`src/crce_pkg.sv`:
```
// Constants, register map and state codes of the programmable CRC engine
package crce_pkg;

    // ----------------------------------------
    // Register indices on the SFR port
    // ----------------------------------------
    localparam logic [2:0] REG_CONTROL_ONE       = 3'h0;
    localparam logic [2:0] REG_CONTROL_TWO       = 3'h1;
    localparam logic [2:0] REG_POLY_TAPS_LOW     = 3'h2;
    localparam logic [2:0] REG_POLY_TAPS_HIGH    = 3'h3;
    localparam logic [2:0] REG_INPUT_DATA_LOW    = 3'h4;
    localparam logic [2:0] REG_INPUT_DATA_HIGH   = 3'h5;
    localparam logic [2:0] REG_SHIFT_RESULT_LOW  = 3'h6;
    localparam logic [2:0] REG_SHIFT_RESULT_HIGH = 3'h7;

    // ----------------------------------------
    // Field positions
    // ----------------------------------------
    localparam int CTL1_ENABLE_BIT    = 15;
    localparam int CTL1_IDLE_STOP_BIT = 13;
    localparam int CTL1_COUNT_LSB     = 8;
    localparam int CTL1_FULL_BIT      = 7;
    localparam int CTL1_EMPTY_BIT     = 6;
    localparam int CTL1_IRQ_SEL_BIT   = 5;
    localparam int CTL1_START_BIT     = 4;
    localparam int CTL1_ORDER_BIT     = 3;
    localparam int CTL2_WIDTH_LSB     = 8;
    localparam int CTL2_POLY_LENGTH_FIELD_LSB      = 0;
    localparam int FIELD_W            = 5;

    // ----------------------------------------
    // FIFO sizing and occupancy limits
    // ----------------------------------------
    localparam int         FIFO_WIDTH     = 32;
    localparam int         FIFO_DEPTH     = 32;
    localparam logic [4:0] CAP_BYTE       = 5'h10;
    localparam logic [4:0] CAP_HALF       = 5'h08;
    localparam logic [4:0] CAP_WORD       = 5'h04;
    localparam logic [4:0] WIDTH_BYTE_MAX = 5'h07;
    localparam logic [4:0] WIDTH_HALF_MAX = 5'h0F;
    localparam logic [4:0] LAST_BIT_POS   = 5'h1F;

    // ----------------------------------------
    // Reset values and all-ones mask
    // ----------------------------------------
    localparam logic [15:0] RST_HALF = 16'h0000;
    localparam logic [31:0] RST_WORD = 32'h0000_0000;
    localparam logic [31:0] ALL_ONES = 32'hFFFF_FFFF;

    typedef enum logic [2:0] {
        ST_IDLE  = 3'b001,
        ST_SHIFT = 3'b010,
        ST_SPARE = 3'b100
    } crce_state_t;

endpackage

```
`src/crce_engine.sv`:
```
// Programmable serial CRC engine with its input FIFO and SFR port
// What this block does
// - Set tap bit XORs feedback at that position
// - Feedback position taken from length field
// - Constant term always fed; tap bit0 reads zero
// - Length 32 uses implicit top term
// - Standard 16 and 32 bit settings work
// - Data width 1 to 32, independent
// - Width up to 16 ignores high data
// - Data writes fill FIFO; reads give zero
// - Shift windows load and read engine
// - Bit order selects MSb or LSb first
// - Result never reflected
// - Taps, data, shift windows reset zero
// - Serial shifter, one bit per step
// - Disable clears engine, FIFO, data, shift
// - Shift only while started; starts once FIFO holds a word
// - FIFO holds 16, 8 or 4 words
// - Interrupt on completion or FIFO empty
`timescale 1ns/100ps

module crce_fifo #(
    parameter int WIDTH = 32,
    parameter int DEPTH = 32
) (
    // Clock and reset
    input  logic                       clk_sys,
    input  logic                       srst,
    input  logic                       flush,
    // Fill side
    input  logic                       in_valid,
    output logic                       in_ready,
    input  logic [WIDTH-1:0]           in_data,
    // Drain side
    output logic                       out_valid,
    input  logic                       out_ready,
    output logic [WIDTH-1:0]           out_data,
    // Occupancy
    output logic [$clog2(DEPTH):0]     count
);
    localparam int PW = $clog2(DEPTH);

    typedef struct packed {
        logic [DEPTH-1:0][WIDTH-1:0] mem;
        logic [PW-1:0]               wr_ptr;
        logic [PW-1:0]               rd_ptr;
        logic [PW:0]                 cnt;
    } crce_fifo_t;

    crce_fifo_t s_r;
    crce_fifo_t s_nxt;
    logic       do_wr;
    logic       do_rd;

    // Full compare at counter width; a pointer-width cast of the depth wraps to zero
    assign in_ready  = (s_r.cnt != (PW+1)'(DEPTH)) && !flush;
    assign out_valid = (s_r.cnt != '0) && !flush;
    assign out_data  = s_r.mem[s_r.rd_ptr];
    assign count     = s_r.cnt;

    always_comb begin
        s_nxt = s_r;
        do_wr = in_valid && in_ready;
        do_rd = out_valid && out_ready;
        if (do_wr) begin
            s_nxt.mem[s_r.wr_ptr] = in_data;
            s_nxt.wr_ptr          = s_r.wr_ptr + PW'(1);
        end
        if (do_rd) begin
            s_nxt.rd_ptr = s_r.rd_ptr + PW'(1);
        end
        s_nxt.cnt = s_r.cnt + (PW+1)'(do_wr) - (PW+1)'(do_rd);
        // Pointers only; stale words are never read back
        if (flush) begin
            s_nxt.wr_ptr = '0;
            s_nxt.rd_ptr = '0;
            s_nxt.cnt    = '0;
        end
    end

    always_ff @(posedge clk_sys) begin
        if (srst) begin
            s_r <= '0;
        end else begin
            s_r <= s_nxt;
        end
    end
endmodule

module crce_engine
    import crce_pkg::*;
(
    // Clock and reset
    input  logic        clk_sys,
    input  logic        srst,
    // Special function register port
    input  logic [2:0]  sfr_addr,
    input  logic        sfr_wr,
    input  logic [1:0]  sfr_be,
    input  logic [15:0] sfr_wdata,
    input  logic        sfr_rd,
    output logic [15:0] sfr_rdata,
    // Interrupt event
    output logic        crc_irq
);
    typedef struct packed {
        logic        enable;
        logic        idle_stop;
        logic        irq_select;
        logic        shift_start;
        logic        bit_order_select;
        logic [4:0]  data_width_field;
        logic [4:0]  poly_length_field;
        logic [31:0] taps;
        logic [15:0] data_hold;
        logic [31:0] shift_contents;
        logic [31:0] word_buf;
        logic [4:0]  bit_cnt;
        crce_state_t state;
        logic [15:0] rdata;
        logic        irq;
    } crce_regs_t;

    crce_regs_t  s_r;
    crce_regs_t  s_nxt;

    logic        push_valid;
    logic [31:0] push_data;
    logic        pop;
    logic        fifo_in_ready;
    logic        fifo_out_valid;
    logic [31:0] fifo_out_data;
    logic [5:0]  fifo_count;
    logic [4:0]  fifo_word_count;
    logic [4:0]  capacity;
    logic        fifo_full;
    logic        fifo_empty;
    logic [4:0]  bit_idx;
    logic        data_bit;
    logic        feedback;
    logic [31:0] step_sr;
    logic [31:0] len_mask;
    logic [15:0] rd_val;

    assign sfr_rdata = s_r.rdata;
    assign crc_irq   = s_r.irq;

    // ----------------------------------------
    // Input FIFO
    // ----------------------------------------
    crce_fifo #(
        .WIDTH (FIFO_WIDTH),
        .DEPTH (FIFO_DEPTH)
    ) u_fifo (
        .clk_sys   (clk_sys),
        .srst      (srst),
        .flush     (!s_r.enable),
        .in_valid  (push_valid),
        .in_ready  (fifo_in_ready),
        .in_data   (push_data),
        .out_valid (fifo_out_valid),
        .out_ready (pop),
        .out_data  (fifo_out_data),
        .count     (fifo_count)
    );

    function automatic logic [15:0] merge(input logic [15:0] old, input logic [15:0] nw, input logic [1:0] be);
        merge = {be[1] ? nw[15:8] : old[15:8], be[0] ? nw[7:0] : old[7:0]};
    endfunction

    always_comb begin
        s_nxt      = s_r;
        s_nxt.irq  = 1'b0;
        push_valid = 1'b0;
        push_data  = RST_WORD;
        pop        = 1'b0;
        rd_val     = RST_HALF;

        // ----------------------------------------
        // Occupancy and status
        // ----------------------------------------
        fifo_word_count = fifo_count[4:0];
        if (s_r.data_width_field <= WIDTH_BYTE_MAX) begin
            capacity = CAP_BYTE;
        end else if (s_r.data_width_field <= WIDTH_HALF_MAX) begin
            capacity = CAP_HALF;
        end else begin
            capacity = CAP_WORD;
        end
        fifo_full  = (fifo_word_count >= capacity);
        fifo_empty = (fifo_word_count == 5'h00);

        // ----------------------------------------
        // Serial step
        // ----------------------------------------
        // order of data only
        bit_idx  = s_r.bit_order_select ? (s_r.data_width_field - s_r.bit_cnt) : s_r.bit_cnt;
        data_bit = s_r.word_buf[bit_idx];
        feedback = data_bit ^ s_r.shift_contents[s_r.poly_length_field];
        step_sr[0] = feedback;
        for (int i = 1; i < 32; i++) begin
            step_sr[i] = s_r.shift_contents[i-1] ^ (s_r.taps[i] & feedback);
        end
        len_mask = ALL_ONES >> (LAST_BIT_POS - s_r.poly_length_field);

        // ----------------------------------------
        // Register reads
        // ----------------------------------------
        case (sfr_addr)
            REG_CONTROL_ONE: begin
                rd_val[CTL1_ENABLE_BIT]                       = s_r.enable;
                rd_val[CTL1_IDLE_STOP_BIT]                    = s_r.idle_stop;
                rd_val[CTL1_COUNT_LSB +: FIELD_W]             = fifo_word_count;
                rd_val[CTL1_FULL_BIT]                         = fifo_full;
                rd_val[CTL1_EMPTY_BIT]                        = fifo_empty;
                rd_val[CTL1_IRQ_SEL_BIT]                      = s_r.irq_select;
                rd_val[CTL1_START_BIT]                        = s_r.shift_start;
                rd_val[CTL1_ORDER_BIT]                        = s_r.bit_order_select;
            end
            REG_CONTROL_TWO: begin
                rd_val[CTL2_WIDTH_LSB +: FIELD_W] = s_r.data_width_field;
                rd_val[CTL2_POLY_LENGTH_FIELD_LSB +: FIELD_W]  = s_r.poly_length_field;
            end
            REG_POLY_TAPS_LOW:     rd_val = s_r.taps[15:0];
            REG_POLY_TAPS_HIGH:    rd_val = s_r.taps[31:16];
            REG_SHIFT_RESULT_LOW:  rd_val = s_r.shift_contents[15:0];
            REG_SHIFT_RESULT_HIGH: rd_val = s_r.shift_contents[31:16];
            default:               rd_val = RST_HALF;
        endcase
        if (sfr_rd) begin
            s_nxt.rdata = rd_val;
        end

        // ----------------------------------------
        // Register writes
        // ----------------------------------------
        if (sfr_wr) begin
            case (sfr_addr)
                REG_CONTROL_ONE: begin
                    if (sfr_be[1]) begin
                        s_nxt.enable    = sfr_wdata[CTL1_ENABLE_BIT];
                        s_nxt.idle_stop = sfr_wdata[CTL1_IDLE_STOP_BIT];
                    end
                    if (sfr_be[0]) begin
                        s_nxt.irq_select       = sfr_wdata[CTL1_IRQ_SEL_BIT];
                        s_nxt.shift_start      = sfr_wdata[CTL1_START_BIT];
                        s_nxt.bit_order_select = sfr_wdata[CTL1_ORDER_BIT];
                    end
                end
                REG_CONTROL_TWO: begin
                    // any width, set apart from length
                    if (sfr_be[1]) begin
                        s_nxt.data_width_field = sfr_wdata[CTL2_WIDTH_LSB +: FIELD_W];
                    end
                    if (sfr_be[0]) begin
                        s_nxt.poly_length_field = sfr_wdata[CTL2_POLY_LENGTH_FIELD_LSB +: FIELD_W];
                    end
                end
                REG_POLY_TAPS_LOW: begin
                    s_nxt.taps[15:0] = merge(s_r.taps[15:0], sfr_wdata, sfr_be) & 16'hFFFE;
                end
                REG_POLY_TAPS_HIGH: begin
                    s_nxt.taps[31:16] = merge(s_r.taps[31:16], sfr_wdata, sfr_be);
                end
                REG_INPUT_DATA_LOW: begin
                    if (s_r.data_width_field <= WIDTH_BYTE_MAX) begin
                        push_valid = |sfr_be;
                        push_data  = {24'h000000, sfr_be[0] ? sfr_wdata[7:0] : sfr_wdata[15:8]};
                    end else if (s_r.data_width_field <= WIDTH_HALF_MAX) begin
                        push_valid = 1'b1;
                        push_data  = {16'h0000, sfr_wdata};
                    end else begin
                        // low half waits for high half
                        s_nxt.data_hold = merge(s_r.data_hold, sfr_wdata, sfr_be);
                    end
                end
                REG_INPUT_DATA_HIGH: begin
                    if (s_r.data_width_field > WIDTH_HALF_MAX) begin
                        push_valid = 1'b1;
                        push_data  = {sfr_wdata, s_r.data_hold};
                    end
                end
                REG_SHIFT_RESULT_LOW: begin
                    s_nxt.shift_contents[15:0] = merge(s_r.shift_contents[15:0], sfr_wdata, sfr_be);
                end
                REG_SHIFT_RESULT_HIGH: begin
                    s_nxt.shift_contents[31:16] = merge(s_r.shift_contents[31:16], sfr_wdata, sfr_be);
                end
                default: begin
                end
            endcase
        end
        // Writes while full are dropped, as software is warned
        push_valid = push_valid && !fifo_full && s_r.enable;

        // ----------------------------------------
        // Shift sequencer
        // ----------------------------------------
        case (s_r.state)
            ST_IDLE: begin
                // needs start and a waiting word
                if (s_r.shift_start && fifo_out_valid) begin
                    pop            = 1'b1;
                    s_nxt.word_buf = fifo_out_data;
                    s_nxt.bit_cnt  = s_r.data_width_field;
                    s_nxt.state    = ST_SHIFT;
                end
            end
            ST_SHIFT: begin
                if (!s_r.shift_start) begin
                    // Abort keeps partial result, no interrupt
                    s_nxt.state = ST_IDLE;
                end else begin
                    s_nxt.shift_contents = step_sr & len_mask;
                    if (s_r.bit_cnt != 5'h00) begin
                        s_nxt.bit_cnt = s_r.bit_cnt - 5'h01;
                    end else if (fifo_out_valid) begin
                        pop            = 1'b1;
                        s_nxt.word_buf = fifo_out_data;
                        s_nxt.bit_cnt  = s_r.data_width_field;
                    end else begin
                        s_nxt.state       = ST_IDLE;
                        s_nxt.shift_start = 1'b0;
                        s_nxt.irq         = !s_r.irq_select;
                    end
                end
            end
            default: begin
                s_nxt.state = ST_IDLE;
            end
        endcase
        // count falls from one to zero
        if (s_r.irq_select && pop && fifo_word_count == 5'h01) begin
            s_nxt.irq = 1'b1;
        end

        // ----------------------------------------
        // Module disable
        // ----------------------------------------
        // configuration survives disable
        if (!s_r.enable) begin
            s_nxt.shift_start    = 1'b0;
            s_nxt.state          = ST_IDLE;
            s_nxt.data_hold      = RST_HALF;
            s_nxt.shift_contents = RST_WORD;
            s_nxt.word_buf       = RST_WORD;
            s_nxt.bit_cnt        = 5'h00;
            s_nxt.irq            = 1'b0;
            pop                  = 1'b0;
        end
    end

    always_ff @(posedge clk_sys) begin
        if (srst) begin
            s_r       <= '0;
            s_r.state <= ST_IDLE;
        end else begin
            s_r <= s_nxt;
        end
    end
endmodule

```
`config.mk`:
```
export PLATFORM = sky130hd
export DESIGN_NAME = crce_engine
export DESIGN_NICKNAME = d
export VERILOG_FILES = /design/src/crce_pkg.sv /design/src/crce_engine.sv
export SDC_FILE = /design/constraint.sdc
export NUM_CORES = 2
export LEC_CHECK = 0
export BUFFER_PORTS_ARGS = -buffer_cell sky130_fd_sc_hd__buf_4
export CAP_MARGIN = 5
export CORE_ASPECT_RATIO = 1.1
export CORE_MARGIN = 8
export CORE_UTILIZATION = 60
export CTS_CLUSTER_DIAMETER = 150
export DETAILED_ROUTE_END_ITERATION = 10
export GPL_ROUTABILITY_DRIVEN = 0
export PLACE_DENSITY_LB_ADDON = 0.15
export SETUP_SLACK_MARGIN = 0.4
export SLEW_MARGIN = 20
export SYNTH_ARGS = -nofsm -noshare
export SYNTH_HDL_FRONTEND = slang
export SYNTH_SLANG_ARGS = --single-unit
```
`constraint.sdc`:
```
create_clock -name clk_sys -period 3.53 [get_ports clk_sys]
set_input_delay 0.1765 -clock clk_sys [delete_from_list [all_inputs] [get_ports clk_sys]]
set_output_delay 0.1765 -clock clk_sys [all_outputs]
set_load 0.005 [all_outputs]
```
==> flow_summary.json <==
{
  "number_of_cts_inserted_buffers": 117,
  "cp_num_cells": 13,
  "layout_worst_path_cycle_share_pct": 86.8,
  "postSynthAreaPerCell_um2": 8.62,
  "drc": 0,
  "vias_in_the_first_global_route": 44200,
  "ff2ff_setup_slack_ps": 470,
  "post_detailed_routing_wire_length_um": 167000,
  "drt_pre_antenna_iters": 7,
  "flow.area_growth_from_synthesis_pct": 12.1,
  "dpl.hpwl_um": 101000,
  "timing.slew.headroom_pct": 21.7,
  "drt_iter0_drc": 5391,
  "netlist_area_mm2": 0.0538,
  "holdPathEnd": "s_r[149]",
  "routedWlPerCell_um": 22.8,
  "clkLatencyLatePin_ps": 710,
  "worstSetupPathType": "register to register",
  "grt_start_max_net_pins": 236,
  "layout-drive-gt1-share_pct": 14.7,
  "worst_path_required_ps": 4110,
  "clockRootBuffer": "sky130_fd_sc_hd__clkbuf_16",
  "synth.net_count": 6292,
  "final_util_pct": 67.7,
  "final-hold-violation-count": 0,
  "final_nets": 6082,
  "place.detailed.instances": 7033,
  "grt_setup_unrepaired": "true",
  "maxClockFrequency_mhz": 326,
  "via_cell_ratio": 6.34,
  "final-instance-count-excl-fill": 7299,
  "wire_length_of_the_first_global_routing_pass_um": 256000,
  "initial_utilization_pct": 60.4,
  "reg2regPathDepth": 13,
  "tns_ps": 0,
  "worst_setup_path_start_kind": "register",
  "vias": 46200,
  "yosys.area.top_type": "sky130_fd_sc_hd__dfxtp_1",
  "placement.cell_area_mm2": 0.0556,
  "crit_family": "simple AND/OR/NAND/NOR gates",
  "clock_sink_count": 1190,
  "die_w_um": 301,
  "tritoncts": "built",
  "clk_path_buf_depth": 3,
  "global_route_usage_sum_pct": 32.3,
  "timing_worst_slew_pin_value_ps": 1170,
  "total_power_density_per_cell_area_mw_per_mm2": 443,
  "number_of_distinct_library_cells_after_synthesis": 67,
  "clk_transition_reported_paths_ps": 60,
  "crit_slowest_cell": "sky130_fd_sc_hd__fa_2",
  "power.ir.vdd_worst_mv": 0.412,
  "synth_warn": 0,
  "netlist.area_leader.share_pct": 44.3,
  "postSynth.asyncResetShare_pct": 0,
  "globalRouteOverflowTotal": 0,
  "detail-route-antenna-nets": 0,
  "critPathBufInv": 3,
  "r2r-start": "s_r[142]",
  "post_synthesis_sequential_element_count": 1190,
  "cap_violations": 0,
  "die_h_um": 330,
  "critPathMaxStageDelay_ps": 600,
  "dieArea_mm2": 0.0995,
  "core_mm2": 0.0891,
  "critPathMaxFanout": 5,
  "minimum_period_implied_by_the_final_worst_setup_slack_ps": 3060,
  "final.setup_skew_ps": 24.0,
  "critPathArrivalTime_ps": 3650,
  "pin_count": 42,
  "synth-edff-count": 0,
  "timing.critical_path.to_type": "register",
  "worst_hold_path_type": "input pin to register",
  "initial_antenna_violation_count": 5,
  "post-route-cell-area_mm2": 0.0603,
  "setup_viol": 0,
  "htree_levels": 3,
  "worstReg2RegEnd": "s_r[75]",
  "power_leakage_uw": 0.0191,
  "finalPower_uw": 26700,
  "run_status": "finished, final reports clean",
  "placementRows": 115,
  "synth_area_leaders": "sky130_fd_sc_hd__dfxtp_1, sky130_fd_sc_hd__mux4_2, sky130_fd_sc_hd__nand2_1",
  "yosys_most_used_dff": "sky130_fd_sc_hd__dfxtp_1",
  "hold_path.startpoint": "sfr_be[0]",
  "min_delay_path_depth": 4,
  "syn_inst": 6240,
  "timing.final.max_slew_violations": 0,
  "synth.yosys.seq_area_share_pct": 44.3,
  "timing.critical_path.cells": "inv_2 > ha_4 > inv_1 > fa_2 > nand2_4 > o22ai_4 > nand3_2 > and4_1 > a22o_4 > nor2_4 > buf_12 > a21oi_1 > or3_1",
  "io_buffers": 41
}
[where the power goes]
group          total [uW]  switching, uW  leakage, uW  internal (uW)
Combinational         509            389      0.00758            120
Sequential          13400           13.3      0.00959          13400
Clock               12700           5460      0.00194           7280
[worst max path at each step]
| stage | slack [ps] | startpoint | endpoint |
|---|---|---|---|
| floorplan | 490 | s_r[20] | s_r[74] |
| global placement | 410 | s_r[20] | s_r[75] |
| detailed placement | 330 | u_fifo.count[2] | u_fifo.count[4] |
| CTS | 300 | s_r[146] | u_fifo.s_r[538] |
| global route | 360 | s_r[146] | u_fifo.s_r[642] |
| finish | 470 | s_r[142] | s_r[75] |
[stage by stage]
stage | hold WS (ps) | setup slack, ps
final | 69.6 | 466
after detailed placement | 443 | 331
after global routing | 75.1 | 361
after global placement | 438 | 412
after CTS | 9.97 | 300
after floorplan | 315 | 488
[metal layers]
layer	vias to the layer above	GRT usage, %	wire [um]
li1	21100	-	-
met1	22300	43.1	66300
met2	2335	51.2	75400
met3	527	5.37	16200
met4	4	15.5	8650
met5	-	0	25
[worst min-delay path: stages]
cell and delay, ps:
sky130_fd_sc_hd__buf_4 140, sky130_fd_sc_hd__nand2_1 150, sky130_fd_sc_hd__o21ai_0 190, sky130_fd_sc_hd__a21oi_1 60
[layout make-up]
type | count | area (um2)
inverters | 57 | 214
well taps | 1170 | 1460
flip-flops and latches | 1190 | 23900
repair buffers | 280 | 2990
multi-input cells | 4384 | 27800
fillers | 7018 | 28800
clock inverters | 43 | 460
clock buffers | 174 | 3480
diodes | 1 | 2.50
[cell families (layout without fill, tap and decap cells)]
| group | Yosys count | after routing | synth area share (%) |
|---|---|---|---|
| multiplexers | 466 | 466 | 16.5 |
| other | 0 | 1 | 0 |
| buffers and inverters | 669 | 554 | 4.98 |
| flip-flops | 1190 | 1190 | 44.3 |
| XOR/XNOR | 16 | 16 | 0.261 |
| AND/OR/NAND/NOR | 2530 | 2533 | 19.0 |
| AO/OA/AOI/OAI | 1342 | 1342 | 14.3 |
| adder cells (fa/ha/maj) | 27 | 27 | 0.656 |
[placed cells by master (no fill, tap or decap), types with 58 or more instances in the layout]
cell type / instances
sky130_fd_sc_hd__a211oi_1: 274
sky130_fd_sc_hd__o21ai_0: 89
sky130_fd_sc_hd__mux2i_1: 121
sky130_fd_sc_hd__buf_12: 58
sky130_fd_sc_hd__buf_4: 187
sky130_fd_sc_hd__nand2_1: 1213
sky130_fd_sc_hd__nand3_1: 94
sky130_fd_sc_hd__mux4_2: 336
sky130_fd_sc_hd__a21oi_1: 869
sky130_fd_sc_hd__nor2_1: 999
sky130_fd_sc_hd__dfxtp_1: 1177
sky130_fd_sc_hd__clkbuf_16: 122
[sequential cells by signal (all words and copies together) (netlist names)]
name	count
crc_irq	1
s_r	133
sfr_rdata	16
u_fifo.count	6
u_fifo.s_r	1034
[synth_stat cells (57+ instances only)]
master                     instances
sky130_fd_sc_hd__mux4_2          336
sky130_fd_sc_hd__nand2_1        1217
sky130_fd_sc_hd__nor2_1         1029
sky130_fd_sc_hd__a211oi_1        274
sky130_fd_sc_hd__clkbuf_1        480
sky130_fd_sc_hd__dfxtp_1        1190
sky130_fd_sc_hd__buf_2            71
sky130_fd_sc_hd__nand3_1         111
sky130_fd_sc_hd__a21oi_1         870
sky130_fd_sc_hd__o21ai_0          89
sky130_fd_sc_hd__inv_1            57
sky130_fd_sc_hd__mux2i_1         121
[what timing repair did]
item                                    CTS  global route
hold buffers                             28             0
resized for setup                         8            47
cloned                                    1             5
setup buffers                             0            14
pin swaps                                 0            21
endpoints found under the setup margin   43           466
endpoints found under the hold margin    77             0
No activity file was read; power rests on OpenSTA's default activity.
